<file path="src/rtl/rpt_pkg.sv">
// Shared constants and types for the ranging pulse test logic
package rpt_pkg;
	localparam int RPT_CLK_HZ       = 50000000;
	localparam int RPT_CLK_NS       = 20;
	localparam int RPT_CNT_W        = 20;
	typedef logic [RPT_CNT_W-1:0] rpt_cnt_t;
	// Trigger rate
	localparam int RPT_TRIG_RATE_HZ = 125;
	localparam int RPT_TRIG_CYC     = RPT_CLK_HZ / RPT_TRIG_RATE_HZ;
	// Pair spacing and decoder tolerance
	localparam int RPT_PAIR_NS      = 12000;
	localparam int RPT_PAIR_CYC     = RPT_PAIR_NS / RPT_CLK_NS;
	localparam int RPT_PAIR_TOL_NS  = 1000;
	localparam int RPT_PAIR_TOL_CYC = RPT_PAIR_TOL_NS / RPT_CLK_NS;
	localparam int RPT_PAIR_MIN_CYC = RPT_PAIR_CYC - RPT_PAIR_TOL_CYC;
	localparam int RPT_PAIR_MAX_CYC = RPT_PAIR_CYC + RPT_PAIR_TOL_CYC;
	// Modulating pulse
	localparam int RPT_PULSE_NS     = 4000;
	localparam int RPT_PULSE_CYC    = (RPT_PULSE_NS + RPT_CLK_NS - 1) / RPT_CLK_NS;
	localparam int RPT_MOD_DLY_CYC  = 1;
	// Delayed coincidence gate
	localparam int RPT_GATE_DLY_NS  = 62000;
	localparam int RPT_GATE_DLY_CYC = RPT_GATE_DLY_NS / RPT_CLK_NS;
	localparam int RPT_GATE_WID_NS  = 8000;
	localparam int RPT_GATE_WID_CYC = RPT_GATE_WID_NS / RPT_CLK_NS;
	// Simulated range delays
	localparam int RPT_NS_PER_MILE  = 12360;
	localparam int RPT_NEAR_MILES   = 0;
	localparam int RPT_FAR_MILES    = 100;
	localparam int RPT_NEAR_RAW     = RPT_NEAR_MILES * RPT_NS_PER_MILE / RPT_CLK_NS;
	localparam int RPT_NEAR_CYC     = (RPT_NEAR_RAW < 1) ? 1 : RPT_NEAR_RAW;
	localparam int RPT_FAR_CYC      = RPT_FAR_MILES * RPT_NS_PER_MILE / RPT_CLK_NS;
	localparam int RPT_ONE_CYC      = 1;
	// Reply rate window
	localparam int RPT_HIST_W       = 16;
	localparam int RPT_HITS_W       = 5;
	localparam int RPT_PROD_W       = 12;
	localparam int RPT_PASS_PCT     = 70;
	localparam int RPT_PCT_FULL     = 100;
	// Register port
	localparam int RPT_ADDR_W       = 8;
	localparam int RPT_DATA_W       = 32;
	localparam logic [RPT_ADDR_W-1:0] RPT_CTRL_OFS     = 8'h00;
	localparam logic [RPT_ADDR_W-1:0] RPT_STATUS_OFS   = 8'h04;
	localparam logic [RPT_ADDR_W-1:0] RPT_IRQ_STAT_OFS = 8'h08;
	localparam logic [RPT_ADDR_W-1:0] RPT_IRQ_MASK_OFS = 8'h0c;
	localparam int RPT_ST_PASS      = 0;
	localparam int RPT_ST_MOD       = 1;
	localparam int RPT_ST_DET       = 2;
	localparam int RPT_ST_HITS_LSB  = 8;
	localparam int RPT_ST_SENT_LSB  = 16;
	// Interrupt events
	localparam int RPT_IRQ_W        = 5;
	localparam int RPT_IRQ_TRIG     = 0;
	localparam int RPT_IRQ_HIT      = 1;
	localparam int RPT_IRQ_DEC      = 2;
	localparam int RPT_IRQ_REPLY    = 3;
	localparam int RPT_IRQ_PASS     = 4;

	typedef enum logic [1:0] {
		RPT_MODE_OFF    = 2'h0,
		RPT_MODE_QUERY  = 2'h1,
		RPT_MODE_ANSWER = 2'h2,
		RPT_MODE_LOOP   = 2'h3
	} rpt_mode_t;

	typedef struct packed {
		logic      range_far;
		logic      single;
		rpt_mode_t mode;
	} rpt_ctrl_t;

	localparam int RPT_CTRL_W = $bits(rpt_ctrl_t);
	localparam rpt_ctrl_t RPT_CTRL_RST = 4'h0;

	typedef struct packed {
		logic [RPT_ADDR_W-1:0] addr;
		logic [RPT_DATA_W-1:0] wdata;
		logic                  wr;
		logic                  rd;
	} rpt_bus_req_t;

	typedef enum logic [1:0] {
		RPT_DEC_IDLE = 2'b01,
		RPT_DEC_WAIT = 2'b10
	} rpt_dec_state_t;
endpackage

</file>
<file path="src/rtl/rpt_sync.sv">
// Two-stage synchroniser for a pin input
`timescale 1ns/100ps
module rpt_sync import rpt_pkg::*; (
	input  logic clk,
	input  logic reset,
	input  logic pin,
	output logic level
);
	logic meta_reg;
	logic level_reg;

	assign level = level_reg;

	always_ff @(posedge clk) begin
		if (reset) begin
			meta_reg  <= 1'b0;
			level_reg <= 1'b0;
		end else begin
			meta_reg  <= pin;
			level_reg <= meta_reg;
		end
	end
endmodule

</file>
<file path="src/rtl/rpt_oneshot.sv">
// Delayed one-shot: waits DLY cycles after start, then is active WID cycles
`timescale 1ns/100ps
module rpt_oneshot import rpt_pkg::*; #(
	parameter int DLY = 1,
	parameter int WID = 1
) (
	input  logic clk,
	input  logic reset,
	input  logic start,
	output logic fire,
	output logic active,
	output logic busy
);
	rpt_cnt_t cnt_reg;
	rpt_cnt_t cnt_next;
	logic     busy_reg;
	logic     busy_next;
	wire      last_cyc = busy_reg && (cnt_reg == rpt_cnt_t'(DLY + WID - 2));

	// Start is ignored while a cycle is running
	assign busy_next = busy_reg ? !last_cyc : start;
	assign cnt_next  = busy_reg ? cnt_reg + 1'b1 : '0;
	assign fire      = busy_reg && (cnt_reg == rpt_cnt_t'(DLY - 1));
	assign active    = busy_reg && (cnt_reg >= rpt_cnt_t'(DLY - 1));
	assign busy      = busy_reg;

	always_ff @(posedge clk) begin
		if (reset) begin
			busy_reg <= 1'b0;
			cnt_reg  <= '0;
		end else begin
			busy_reg <= busy_next;
			cnt_reg  <= cnt_next;
		end
	end
endmodule

</file>
<file path="src/rtl/rpt_core.sv">
// Pulse timing core of the ranging test set: interrogate, answer, loopback
//
// The address map and the strobed register port were chosen for this implementation.
`timescale 1ns/100ps

// What this block does
// - Query modes trigger about 125 times per second
// - Trigger starts encoder and gate together
// - Encoder sends pair, second 12 us later
// - Single-pulse selection sends one pulse only
// - Each encoder pulse makes 4 us modulating pulse
// - Count reply only inside 8 us gate opening 62 us after trigger
// - Measured value follows coincident reply rate
// - Pass off by default, on above 70 percent
// - Pass lights pass lamp, otherwise fail lamp
// - Decoder pulses once per correctly spaced pair
// - Reply delay runs only in answer operation
// - Reply delay simulates 0 or 100 miles
// - Delay end fires one 4 us reply pulse
// - Loopback runs both functions with same timing
// - Loopback replies only while pass asserted
module rpt_core import rpt_pkg::*; #(
	parameter int TRIG_CYC = RPT_TRIG_CYC,
	parameter int FAR_CYC  = RPT_FAR_CYC
) (
	input  logic                  clk,
	input  logic                  reset,
	input  rpt_bus_req_t          bus_req,
	output logic [RPT_DATA_W-1:0] rdata,
	input  logic                  reply_det,
	output logic                  modulate,
	output logic                  pass_relay,
	output logic                  pass_lamp,
	output logic                  fail_lamp,
	output logic                  irq
);
	////////////////////////////////////////////////////////////////////////
	// Declarations
	rpt_ctrl_t             ctrl_reg;
	logic [RPT_DATA_W-1:0] rdata_reg;
	logic [RPT_IRQ_W-1:0]  irq_stat_reg;
	logic [RPT_IRQ_W-1:0]  irq_stat_next;
	logic [RPT_IRQ_W-1:0]  irq_mask_reg;
	logic                  irq_reg;
	rpt_cnt_t              trig_cnt_reg;
	rpt_cnt_t              trig_cnt_next;
	rpt_cnt_t              enc_age_reg;
	logic                  det_prev_reg;
	logic [RPT_HIST_W-1:0] hist_reg;
	logic [RPT_HIST_W-1:0] hist_next;
	logic [RPT_HIST_W-1:0] valid_reg;
	logic [RPT_HIST_W-1:0] valid_next;
	logic                  armed_reg;
	logic                  period_hit_reg;
	logic                  period_hit_next;
	logic                  pass_reg;
	logic                  pass_next;
	logic                  fail_reg;
	logic                  modulate_reg;
	rpt_cnt_t              mod_len_reg;
	rpt_dec_state_t        dec_state_reg;
	rpt_dec_state_t        dec_state_next;
	rpt_cnt_t              dec_cnt_reg;
	rpt_cnt_t              dec_cnt_next;
	logic                  det_lvl;
	logic                  dec_pulse;
	logic                  enc_fire;
	logic                  enc_busy;
	logic                  gate_open;
	logic                  gate_busy;
	logic                  mod_active;
	logic                  near_fire;
	logic                  far_fire;
	logic [RPT_HITS_W-1:0] hits;
	logic [RPT_HITS_W-1:0] sent;

	function automatic logic [RPT_HITS_W-1:0] count_ones(input logic [RPT_HIST_W-1:0] v);
		logic [RPT_HITS_W-1:0] n;
		n = '0;
		for (int i = 0; i < RPT_HIST_W; i++) begin
			n = n + RPT_HITS_W'(v[i]);
		end
		return n;
	endfunction

	////////////////////////////////////////////////////////////////////////
	// Register port decode
	wire wr_ctrl  = bus_req.wr && (bus_req.addr == RPT_CTRL_OFS);
	wire wr_istat = bus_req.wr && (bus_req.addr == RPT_IRQ_STAT_OFS);
	wire wr_imask = bus_req.wr && (bus_req.addr == RPT_IRQ_MASK_OFS);
	wire [RPT_IRQ_W-1:0] w1c_bits = wr_istat ? bus_req.wdata[RPT_IRQ_W-1:0] : '0;
	wire [RPT_IRQ_W-1:0] mask_next = wr_imask ? bus_req.wdata[RPT_IRQ_W-1:0] : irq_mask_reg;

	wire [RPT_DATA_W-1:0] status_word =
		(RPT_DATA_W'(pass_reg) << RPT_ST_PASS) |
		(RPT_DATA_W'(modulate_reg) << RPT_ST_MOD) |
		(RPT_DATA_W'(det_lvl) << RPT_ST_DET) |
		(RPT_DATA_W'(hits) << RPT_ST_HITS_LSB) |
		(RPT_DATA_W'(sent) << RPT_ST_SENT_LSB);

	wire [RPT_DATA_W-1:0] rd_word =
		(bus_req.addr == RPT_CTRL_OFS)     ? RPT_DATA_W'(ctrl_reg) :
		(bus_req.addr == RPT_STATUS_OFS)   ? status_word :
		(bus_req.addr == RPT_IRQ_STAT_OFS) ? RPT_DATA_W'(irq_stat_reg) :
		(bus_req.addr == RPT_IRQ_MASK_OFS) ? RPT_DATA_W'(irq_mask_reg) : '0;

	assign rdata = rdata_reg;

	////////////////////////////////////////////////////////////////////////
	// Mode decode
	wire query_en  = (ctrl_reg.mode == RPT_MODE_QUERY) || (ctrl_reg.mode == RPT_MODE_LOOP);
	wire answer_en = (ctrl_reg.mode == RPT_MODE_ANSWER) || (ctrl_reg.mode == RPT_MODE_LOOP);
	wire loop_en   = (ctrl_reg.mode == RPT_MODE_LOOP);

	////////////////////////////////////////////////////////////////////////
	// Trigger generator and encoder
	wire trig = query_en && (trig_cnt_reg == '0);
	assign trig_cnt_next = (!query_en || trig_cnt_reg == rpt_cnt_t'(TRIG_CYC - 1)) ? '0 :
		trig_cnt_reg + 1'b1;
	wire enc_first  = trig;
	wire enc_second = enc_fire && !ctrl_reg.single;

	// Second pulse of the pair
	rpt_oneshot #(
		.DLY (RPT_PAIR_CYC),
		.WID (RPT_ONE_CYC)
	) u_enc (
		.clk    (clk),
		.reset  (reset),
		.start  (trig),
		.fire   (enc_fire),
		.active (),
		.busy   (enc_busy)
	);

	// Delayed coincidence gate
	rpt_oneshot #(
		.DLY (RPT_GATE_DLY_CYC),
		.WID (RPT_GATE_WID_CYC)
	) u_gate (
		.clk    (clk),
		.reset  (reset),
		.start  (trig),
		.fire   (),
		.active (gate_open),
		.busy   (gate_busy)
	);

	////////////////////////////////////////////////////////////////////////
	// Detector input and coincidence
	rpt_sync u_det_sync (
		.clk   (clk),
		.reset (reset),
		.pin   (reply_det),
		.level (det_lvl)
	);

	wire det_rise = det_lvl && !det_prev_reg;
	wire hit      = query_en && gate_open && det_rise;

	////////////////////////////////////////////////////////////////////////
	// Sliding reply-rate window
	// One hit per trigger period, as the far side answers each pair once
	assign period_hit_next = trig ? hit : (period_hit_reg || hit);
	assign hist_next  = !query_en ? '0 : trig ? {hist_reg[RPT_HIST_W-2:0], period_hit_reg} : hist_reg;
	assign valid_next = !query_en ? '0 : trig ? {valid_reg[RPT_HIST_W-2:0], armed_reg} : valid_reg;
	assign hits = count_ones(hist_reg);
	assign sent = count_ones(valid_reg);

	wire [RPT_PROD_W-1:0] hit_prod  = RPT_PROD_W'(hits) * RPT_PROD_W'(RPT_PCT_FULL);
	wire [RPT_PROD_W-1:0] sent_prod = RPT_PROD_W'(sent) * RPT_PROD_W'(RPT_PASS_PCT);
	wire                  pass_cond = (sent != '0) && (hit_prod > sent_prod);
	assign pass_next = query_en && pass_cond;

	assign pass_relay = pass_reg;
	assign pass_lamp  = pass_reg;
	assign fail_lamp  = fail_reg;

	////////////////////////////////////////////////////////////////////////
	// Pair decoder
	wire dec_in_win  = (dec_cnt_reg >= rpt_cnt_t'(RPT_PAIR_MIN_CYC)) &&
		(dec_cnt_reg <= rpt_cnt_t'(RPT_PAIR_MAX_CYC));
	wire dec_timeout = dec_cnt_reg > rpt_cnt_t'(RPT_PAIR_MAX_CYC);
	wire dec_waiting = (dec_state_reg == RPT_DEC_WAIT);
	assign dec_pulse = answer_en && dec_waiting && det_rise && dec_in_win;

	always_comb begin
		dec_state_next = dec_state_reg;
		dec_cnt_next   = dec_cnt_reg + 1'b1;
		case (dec_state_reg)
			RPT_DEC_IDLE: begin
				dec_cnt_next = rpt_cnt_t'(RPT_ONE_CYC);
				if (answer_en && det_rise) begin
					dec_state_next = RPT_DEC_WAIT;
				end
			end
			RPT_DEC_WAIT: begin
				if (!answer_en || dec_pulse || dec_timeout) begin
					dec_state_next = RPT_DEC_IDLE;
				end else if (det_rise) begin
					dec_cnt_next = rpt_cnt_t'(RPT_ONE_CYC);
				end
			end
			default: begin
				dec_state_next = RPT_DEC_IDLE;
			end
		endcase
	end

	////////////////////////////////////////////////////////////////////////
	// Reply delay and interlock
	wire rdly_start = dec_pulse && answer_en;

	rpt_oneshot #(
		.DLY (RPT_NEAR_CYC),
		.WID (RPT_ONE_CYC)
	) u_near (
		.clk    (clk),
		.reset  (reset),
		.start  (rdly_start && !ctrl_reg.range_far),
		.fire   (near_fire),
		.active (),
		.busy   ()
	);

	rpt_oneshot #(
		.DLY (FAR_CYC),
		.WID (RPT_ONE_CYC)
	) u_far (
		.clk    (clk),
		.reset  (reset),
		.start  (rdly_start && ctrl_reg.range_far),
		.fire   (far_fire),
		.active (),
		.busy   ()
	);

	wire rdly_fire  = answer_en && (near_fire || far_fire);
	wire reply_fire = rdly_fire && (!loop_en || pass_reg);

	////////////////////////////////////////////////////////////////////////
	// Modulating pulse generator
	wire mod_start = enc_first || enc_second || reply_fire;

	rpt_oneshot #(
		.DLY (RPT_MOD_DLY_CYC),
		.WID (RPT_PULSE_CYC)
	) u_mod (
		.clk    (clk),
		.reset  (reset),
		.start  (mod_start),
		.fire   (),
		.active (mod_active),
		.busy   ()
	);

	assign modulate = modulate_reg;

	////////////////////////////////////////////////////////////////////////
	// Interrupts
	wire [RPT_IRQ_W-1:0] events =
		(RPT_IRQ_W'(trig) << RPT_IRQ_TRIG) |
		(RPT_IRQ_W'(hit) << RPT_IRQ_HIT) |
		(RPT_IRQ_W'(dec_pulse) << RPT_IRQ_DEC) |
		(RPT_IRQ_W'(reply_fire) << RPT_IRQ_REPLY) |
		(RPT_IRQ_W'(pass_next != pass_reg) << RPT_IRQ_PASS);
	// Set wins over a same-cycle clear
	assign irq_stat_next = (irq_stat_reg & ~w1c_bits) | events;
	assign irq = irq_reg;

	////////////////////////////////////////////////////////////////////////
	// Registers
	always_ff @(posedge clk) begin
		if (reset) begin
			ctrl_reg     <= RPT_CTRL_RST;
			rdata_reg    <= '0;
			irq_stat_reg <= '0;
			irq_mask_reg <= '0;
			irq_reg      <= 1'b0;
		end else begin
			if (wr_ctrl) begin
				ctrl_reg <= rpt_ctrl_t'(bus_req.wdata[RPT_CTRL_W-1:0]);
			end
			rdata_reg    <= bus_req.rd ? rd_word : '0;
			irq_stat_reg <= irq_stat_next;
			irq_mask_reg <= mask_next;
			irq_reg      <= |(irq_stat_next & mask_next);
		end
	end

	always_ff @(posedge clk) begin
		if (reset) begin
			trig_cnt_reg   <= '0;
			enc_age_reg    <= '0;
			det_prev_reg   <= 1'b0;
			hist_reg       <= '0;
			valid_reg      <= '0;
			armed_reg      <= 1'b0;
			period_hit_reg <= 1'b0;
			pass_reg       <= 1'b0;
			fail_reg       <= 1'b1;
		end else begin
			trig_cnt_reg   <= trig_cnt_next;
			enc_age_reg    <= trig ? rpt_cnt_t'(RPT_ONE_CYC) : enc_age_reg + 1'b1;
			det_prev_reg   <= det_lvl;
			hist_reg       <= hist_next;
			valid_reg      <= valid_next;
			armed_reg      <= query_en && (armed_reg || trig);
			period_hit_reg <= query_en && period_hit_next;
			pass_reg       <= pass_next;
			fail_reg       <= !pass_next;
		end
	end

	always_ff @(posedge clk) begin
		if (reset) begin
			modulate_reg  <= 1'b0;
			mod_len_reg   <= '0;
			dec_state_reg <= RPT_DEC_IDLE;
			dec_cnt_reg   <= '0;
		end else begin
			modulate_reg  <= mod_active;
			mod_len_reg   <= modulate_reg ? mod_len_reg + 1'b1 : '0;
			dec_state_reg <= dec_state_next;
			dec_cnt_reg   <= dec_cnt_next;
		end
	end
endmodule

</file>
<file path="config.mk">
export PLATFORM = sky130hd
export DESIGN_NAME = rpt_core
export DESIGN_NICKNAME = d
export VERILOG_FILES = /design/src/rtl/rpt_pkg.sv /design/src/rtl/rpt_sync.sv /design/src/rtl/rpt_oneshot.sv /design/src/rtl/rpt_core.sv
export SDC_FILE = /design/constraint.sdc
export NUM_CORES = 1
export LEC_CHECK = 0
export BUFFER_PORTS_ARGS = -buffer_cell sky130_fd_sc_hd__buf_2
export CAP_MARGIN = 10
export CORE_MARGIN = 2
export CORE_UTILIZATION = 29
export CTS_CLUSTER_DIAMETER = 80
export DETAILED_ROUTE_END_ITERATION = 10
export PLACE_DENSITY_LB_ADDON = 0.12
export REMOVE_ABC_BUFFERS = 1
export SLEW_MARGIN = 30
export SYNTH_ARGS = -nofsm -noshare
export SYNTH_HDL_FRONTEND = slang
export SYNTH_SLANG_ARGS = --single-unit
export TNS_END_PERCENT = 1
</file>
<file path="constraint.sdc">
create_clock -name clk -period 11.4 [get_ports clk]
set_clock_uncertainty 0.15 [all_clocks]
set_input_delay 1.71 -clock clk [delete_from_list [all_inputs] [get_ports clk]]
set_output_delay 1.71 -clock clk [all_outputs]
set_load 0.01 [all_outputs]
</file>
# == Word level (Yosys, flattened, before mapping) ==
# Cells that the tools add are included.
# W data, S select, Z words.
# classes
muxes,18
bitwise_logic,19
n_reduce_logical,67
n_eq_ne,16
multipliers,2
magnitude_cmp,6
addsub,37
# op_table
op,n
$add A20 B1 Y20 const B,7
$add A5 B1 Y5,22
$logic_not A20 Y1,2
$mux W20,2
$pmux W20 S2,1
$logic_and A1 B1 Y1,29
$mux W21,1
$or A13 B21 Y21,1
$eq A20 B10 Y1 const B,1
$eq A20 B12 Y1 const B,1
$eq A20 B16 Y1 const B,1
$eq A20 B19 Y1 const B,1
$eq A20 B8 Y1 const B,1
$ge A20 B1 Y1 const B,1
$ge A20 B10 Y1 const B,1
$ge A20 B12 Y1 const B,1
$gt A20 B10 Y1 const B,1
$le A20 B10 Y1 const B,1
$mux W5,4
$eq A8 B4 Y1 const B,2
$reduce_or A2 Y1,8
$or A3 B13 Y13,1
$gt A12 B12 Y1,1
$logic_not A1 Y1,12
other kinds (30),62
# word_totals
ff_bits,223

# == Longest topological paths before layout ==
# depth
ltp_word,24
ltp_mapped,30
depth_no_buf,30

# == By module ==
# A second synthesis with hierarchy kept.
# unflattened
cells_unflattened,1330
hier_area_um2,11579.9
# by_module_without_submodules
mod,n_inst,cells_per_inst,area_each_um2,seq_area_each_um2
rpt_core,1,730,6328.6,2202.1
rpt_oneshot (u_gate),1,124,1098.6,420.4
rpt_oneshot (u_enc),1,118,1069.8,420.4
rpt_oneshot (u_far),1,118,1033.5,420.4
rpt_oneshot (u_mod),1,119,1013.5,420.4
rpt_oneshot (u_near),1,117,983.4,420.4
rpt_sync,1,4,52.6,40.0

# == Worst setup path after synthesis ==
# Ideal clock, no wire load.
# synth_path
kind,register to register
from,reg valid_reg[0]
to,"reg irq_reg, in the netlist irq"
path_stages_with_launch,30
setup_time_ns,0.073
path_buffers,0
arrival_ns,6.477
slack_ns,4.700
required_time_ns,11.177
cell_sequence,dfxtp_1 > inv_1 > fa_1 > fa_1 > fa_1 > fa_1 > inv_1 > ha_1 > fa_1 > a21o_1 > nand2_1 > inv_1 > ha_1 > ha_1 > inv_1 > fa_1 > inv_1 > ha_1 > nor3b_1 > nor2_1 > nor2b_1 > o21ai_0 > xnor2_1 > ha_1 > and4_1 > nand4_1 > o21ai_0 > nor4_1 > mux2_2 > o211ai_2
# synth_between
elab_chain_len,24
word_cells_on_any_way,25
classes_between,add/sub: 15; mul: 1; order compare: 1; eq/ne: 1; bitwise: 3; reduce/logical: 4
# synth_rtl
element,line_no,text
"start, declared",rpt_core.sv:51,logic [RPT_HIST_W-1:0] valid_reg;
"start signal, assigned",rpt_core.sv:307,valid_reg <= valid_next;
$add A1 B1 Y2 (*),rpt_core.sv:81,n = n + RPT_HITS_W'(v[i]);
$add A2 B1 Y3 (*),rpt_core.sv:81,
$add A3 B1 Y4 (*),rpt_core.sv:81,
$add A4 B1 Y5 (*),rpt_core.sv:81,
$add A5 B1 Y5 (*) (11 in a row),rpt_core.sv:81,
via sent[4],rpt_core.sv:75,logic [RPT_HITS_W-1:0] sent;
$mul A5 B6 Y11,rpt_core.sv:171,wire [RPT_PROD_W-1:0] sent_prod = RPT_PROD_W'(sent) * RPT_PROD_W'(RPT_PASS_PCT);
$gt A12 B12 Y1,rpt_core.sv:172,wire pass_cond = (sent != '0) && (hit_prod > sent_prod);
$logic_and A1 B1 Y1 (*),rpt_core.sv:172,
$logic_and A1 B1 Y1 (*),rpt_core.sv:173,assign pass_next = query_en && pass_cond;
$ne A1 B1 Y1 (*),rpt_core.sv:266,(RPT_IRQ_W'(pass_next != pass_reg) << RPT_IRQ_PASS);
$or A4 B5 Y5 (*),rpt_core.sv:265,(RPT_IRQ_W'(reply_fire) << RPT_IRQ_REPLY) |
$or A5 B5 Y5 (*),rpt_core.sv:268,assign irq_stat_next = (irq_stat_reg & ~w1c_bits) | events;
$and A5 B5 Y5 (*),rpt_core.sv:287,irq_reg <= |(irq_stat_next & mask_next);
$reduce_or A5 Y1 (*),rpt_core.sv:287,
"end signal, assigned",rpt_core.sv:287,
"end, declared",rpt_core.sv:44,logic irq_reg;
# The timed path passes the listed nets; every way through them passes the cells marked *.
# A chain may end at the register's enable or synchronous reset.

# == Worst setup path after layout ==
# Same ends and word-level chain as after synthesis.

==> impl_metrics.ini <==
[timing]
rsz0062_at_grt = no
timing.fmax_ghz = 0.137
period_needed_ps = 7320
period_share_pct = 64.2
setup_viol = 0
maxSlewHeadroom_pct = 45.8
worstMarginPinSlew_ps = 813
slew_viol_final = 0
tns_ps = 0
hold_viol_final = 0
fin_ws_ps = 4080

[finish]
final_util_pct = 33.4
area_delta_synth_final_pct = 14.0
antenna_cells = 0
fin_nets = 1413
drive_above_1_share_pct = 9.21
fin_cells = 1814

[synth]
syn_avg_cell_area_um2 = 8.80
yosys-top-cells-count = 217 x dfxtp_1, 180 x nor2_1, 131 x nand2_1
netlist_instances = 1246
ys_types = 73
yosysSeqAreaShare_pct = 39.6
ys_ff_latch = 217
synth_ff_type = dfxtp_1
syn_area_mm2 = 0.0110
synth.top_cells.by_area = dfxtp_1 40%, ha_1 7.4%, xor2_1 6.5%
yosysMostFrequentCell = dfxtp_1
synth_edf_count = 0
synth.top_cell.area_share_pct = 39.6
synth_top_cell_by_area = dfxtp_1
async_flop_share_pct = 0
yosysWarnings = 0

[clocking]
cts_tree = yes
htreeDepth = 1
post-cts-setup-buffer-count = 0
numCtsBuffers = 28
numClockSinks = 217
hold_buffers = 0
clk_pin_slew_ps = 60
cts_resized = 0
clock_latency_ps = 550
cts_root_buf = clkbuf_16
clockBufferDepth = 3

[global_routing]
grt_util_all_layers_pct = 11.5
antenna_found_initial = 1
grt_max_degree = 37
grt_pass1_vias = 7615
grt_pass1_wl_um = 37700
gr-total-overflow = 0

[drt]
drc = 0
vias = 7999
viasPerCell = 4.41
firstDrtPassIters = 4
drtIter0Drc = 326
ant_nets = 0
wl_per_cell_um = 12.3
routed_wl_um = 22300

[job]
maxCapViolations = 0

[worst_setup_path]
crit_path_max_incr_delay_ps = 570
slowest_stage = fa_1
cp_max_fo = 4
path_common_cell = fa_1
cp_top_family = adder cells
cp.required_ps = 11730
cp-start-kind = register
path_class = register to register
path_buf_inv = 5
arrival_ps = 7650
endpoint_kind = register

[worst_hold_path]
hold_path_class = register to register

[die]
fp.dieW_um = 198
fp.dieH_um = 198
initial_core_util_pct = 29.3
die-area_mm2 = 0.0394
num_rows = 71
io_pins = 82
core_mm2 = 0.0375

[outcome]
status = finished clean

[power]
p_per_area_mw_per_mm2 = 133
finalPower_mw = 1.67
ir_worst_vdd_uv = 90.7
p_leak_nw = 4.64

[placed_design]
hpwl_um = 15600
dp.cells = 1762
dp_slack_ps = 3930
routabilityCongestion = 0.733
portBuffers = 37
## metal layers
layer  vias up  routed length (um)  GRT usage, %
met5         -                  13             0
met3        34                1010          2.20
met2        94                9320          17.5
met1      3678               11600          16.6
li1       4191                   -             -
met4         2                 426          3.45
## stage by stage
step	hold slack, ps	cell area [um2]
after CTS	310	12500
after global routing	330	12500
final	305	12500
after floorplan	264	10700
after detailed placement	300	11600
after global placement	290	11600
## cells by family (layout without fill, tap and decap cells)
logic type | after synthesis | in the layout | share of synthesized area [%]
adder cells (fa/ha/maj) | 87 | 87 | 11.4
multiplexers | 16 | 16 | 1.81
other | 1 | 17 | 0.0342
AO/OA/AOI/OAI | 111 | 111 | 6.73
flip-flops | 217 | 217 | 39.6
XOR/XNOR | 131 | 131 | 10.5
buffers and inverters | 140 | 181 | 5.68
AND/OR/NAND/NOR | 543 | 543 | 24.3
## final cells by class
class	instances	area (um2)
Clock buffer	43	837
Clock inverter	9	68.8
Fill cell	4019	25000
Inverter	89	334
Multi-Input combinational cell	905	6070
Sequential cell	217	4340
Tap cell	511	639
Timing Repair Buffer	40	211
## final timing paths
check	start	end	slack [ps]	depth (start not counted)
setup reg to reg	valid_reg[0]	irq	4080	29
hold / removal	u_near.cnt_reg[0]	u_near.cnt_reg[0]	300	1
setup / recovery	valid_reg[0]	irq	4080	29
hold reg to reg	u_near.cnt_reg[0]	u_near.cnt_reg[0]	300	1
## report_power, final
group / switching, mW / total (mW) / internal, mW / leakage (nW)
Combinational: 0.0306 / 0.0479 / 0.0172 / 2.45
Sequential: 0.00621 / 0.770 / 0.764 / 1.75
Clock: 0.343 / 0.849 / 0.506 / 0.448
## cell usage in the layout, fill, tap and decap left out, types with 13 or more instances in the layout
cell / count
xnor2_1: 50
or3_1: 13
clkbuf_16: 28
dfxtp_1: 217
xor2_1: 81
nand4_1: 23
nand3_1: 55
nor4_1: 24
nor3_1: 14
nor2b_1: 13
inv_1: 89
fa_1: 22
a21oi_1: 58
ha_1: 65
o21ai_0: 14
nand2_1: 131
buf_2: 37
nor2_1: 180
conb_1: 17
and3_1: 19
Note: power is estimated with default switching activity, not from simulation.
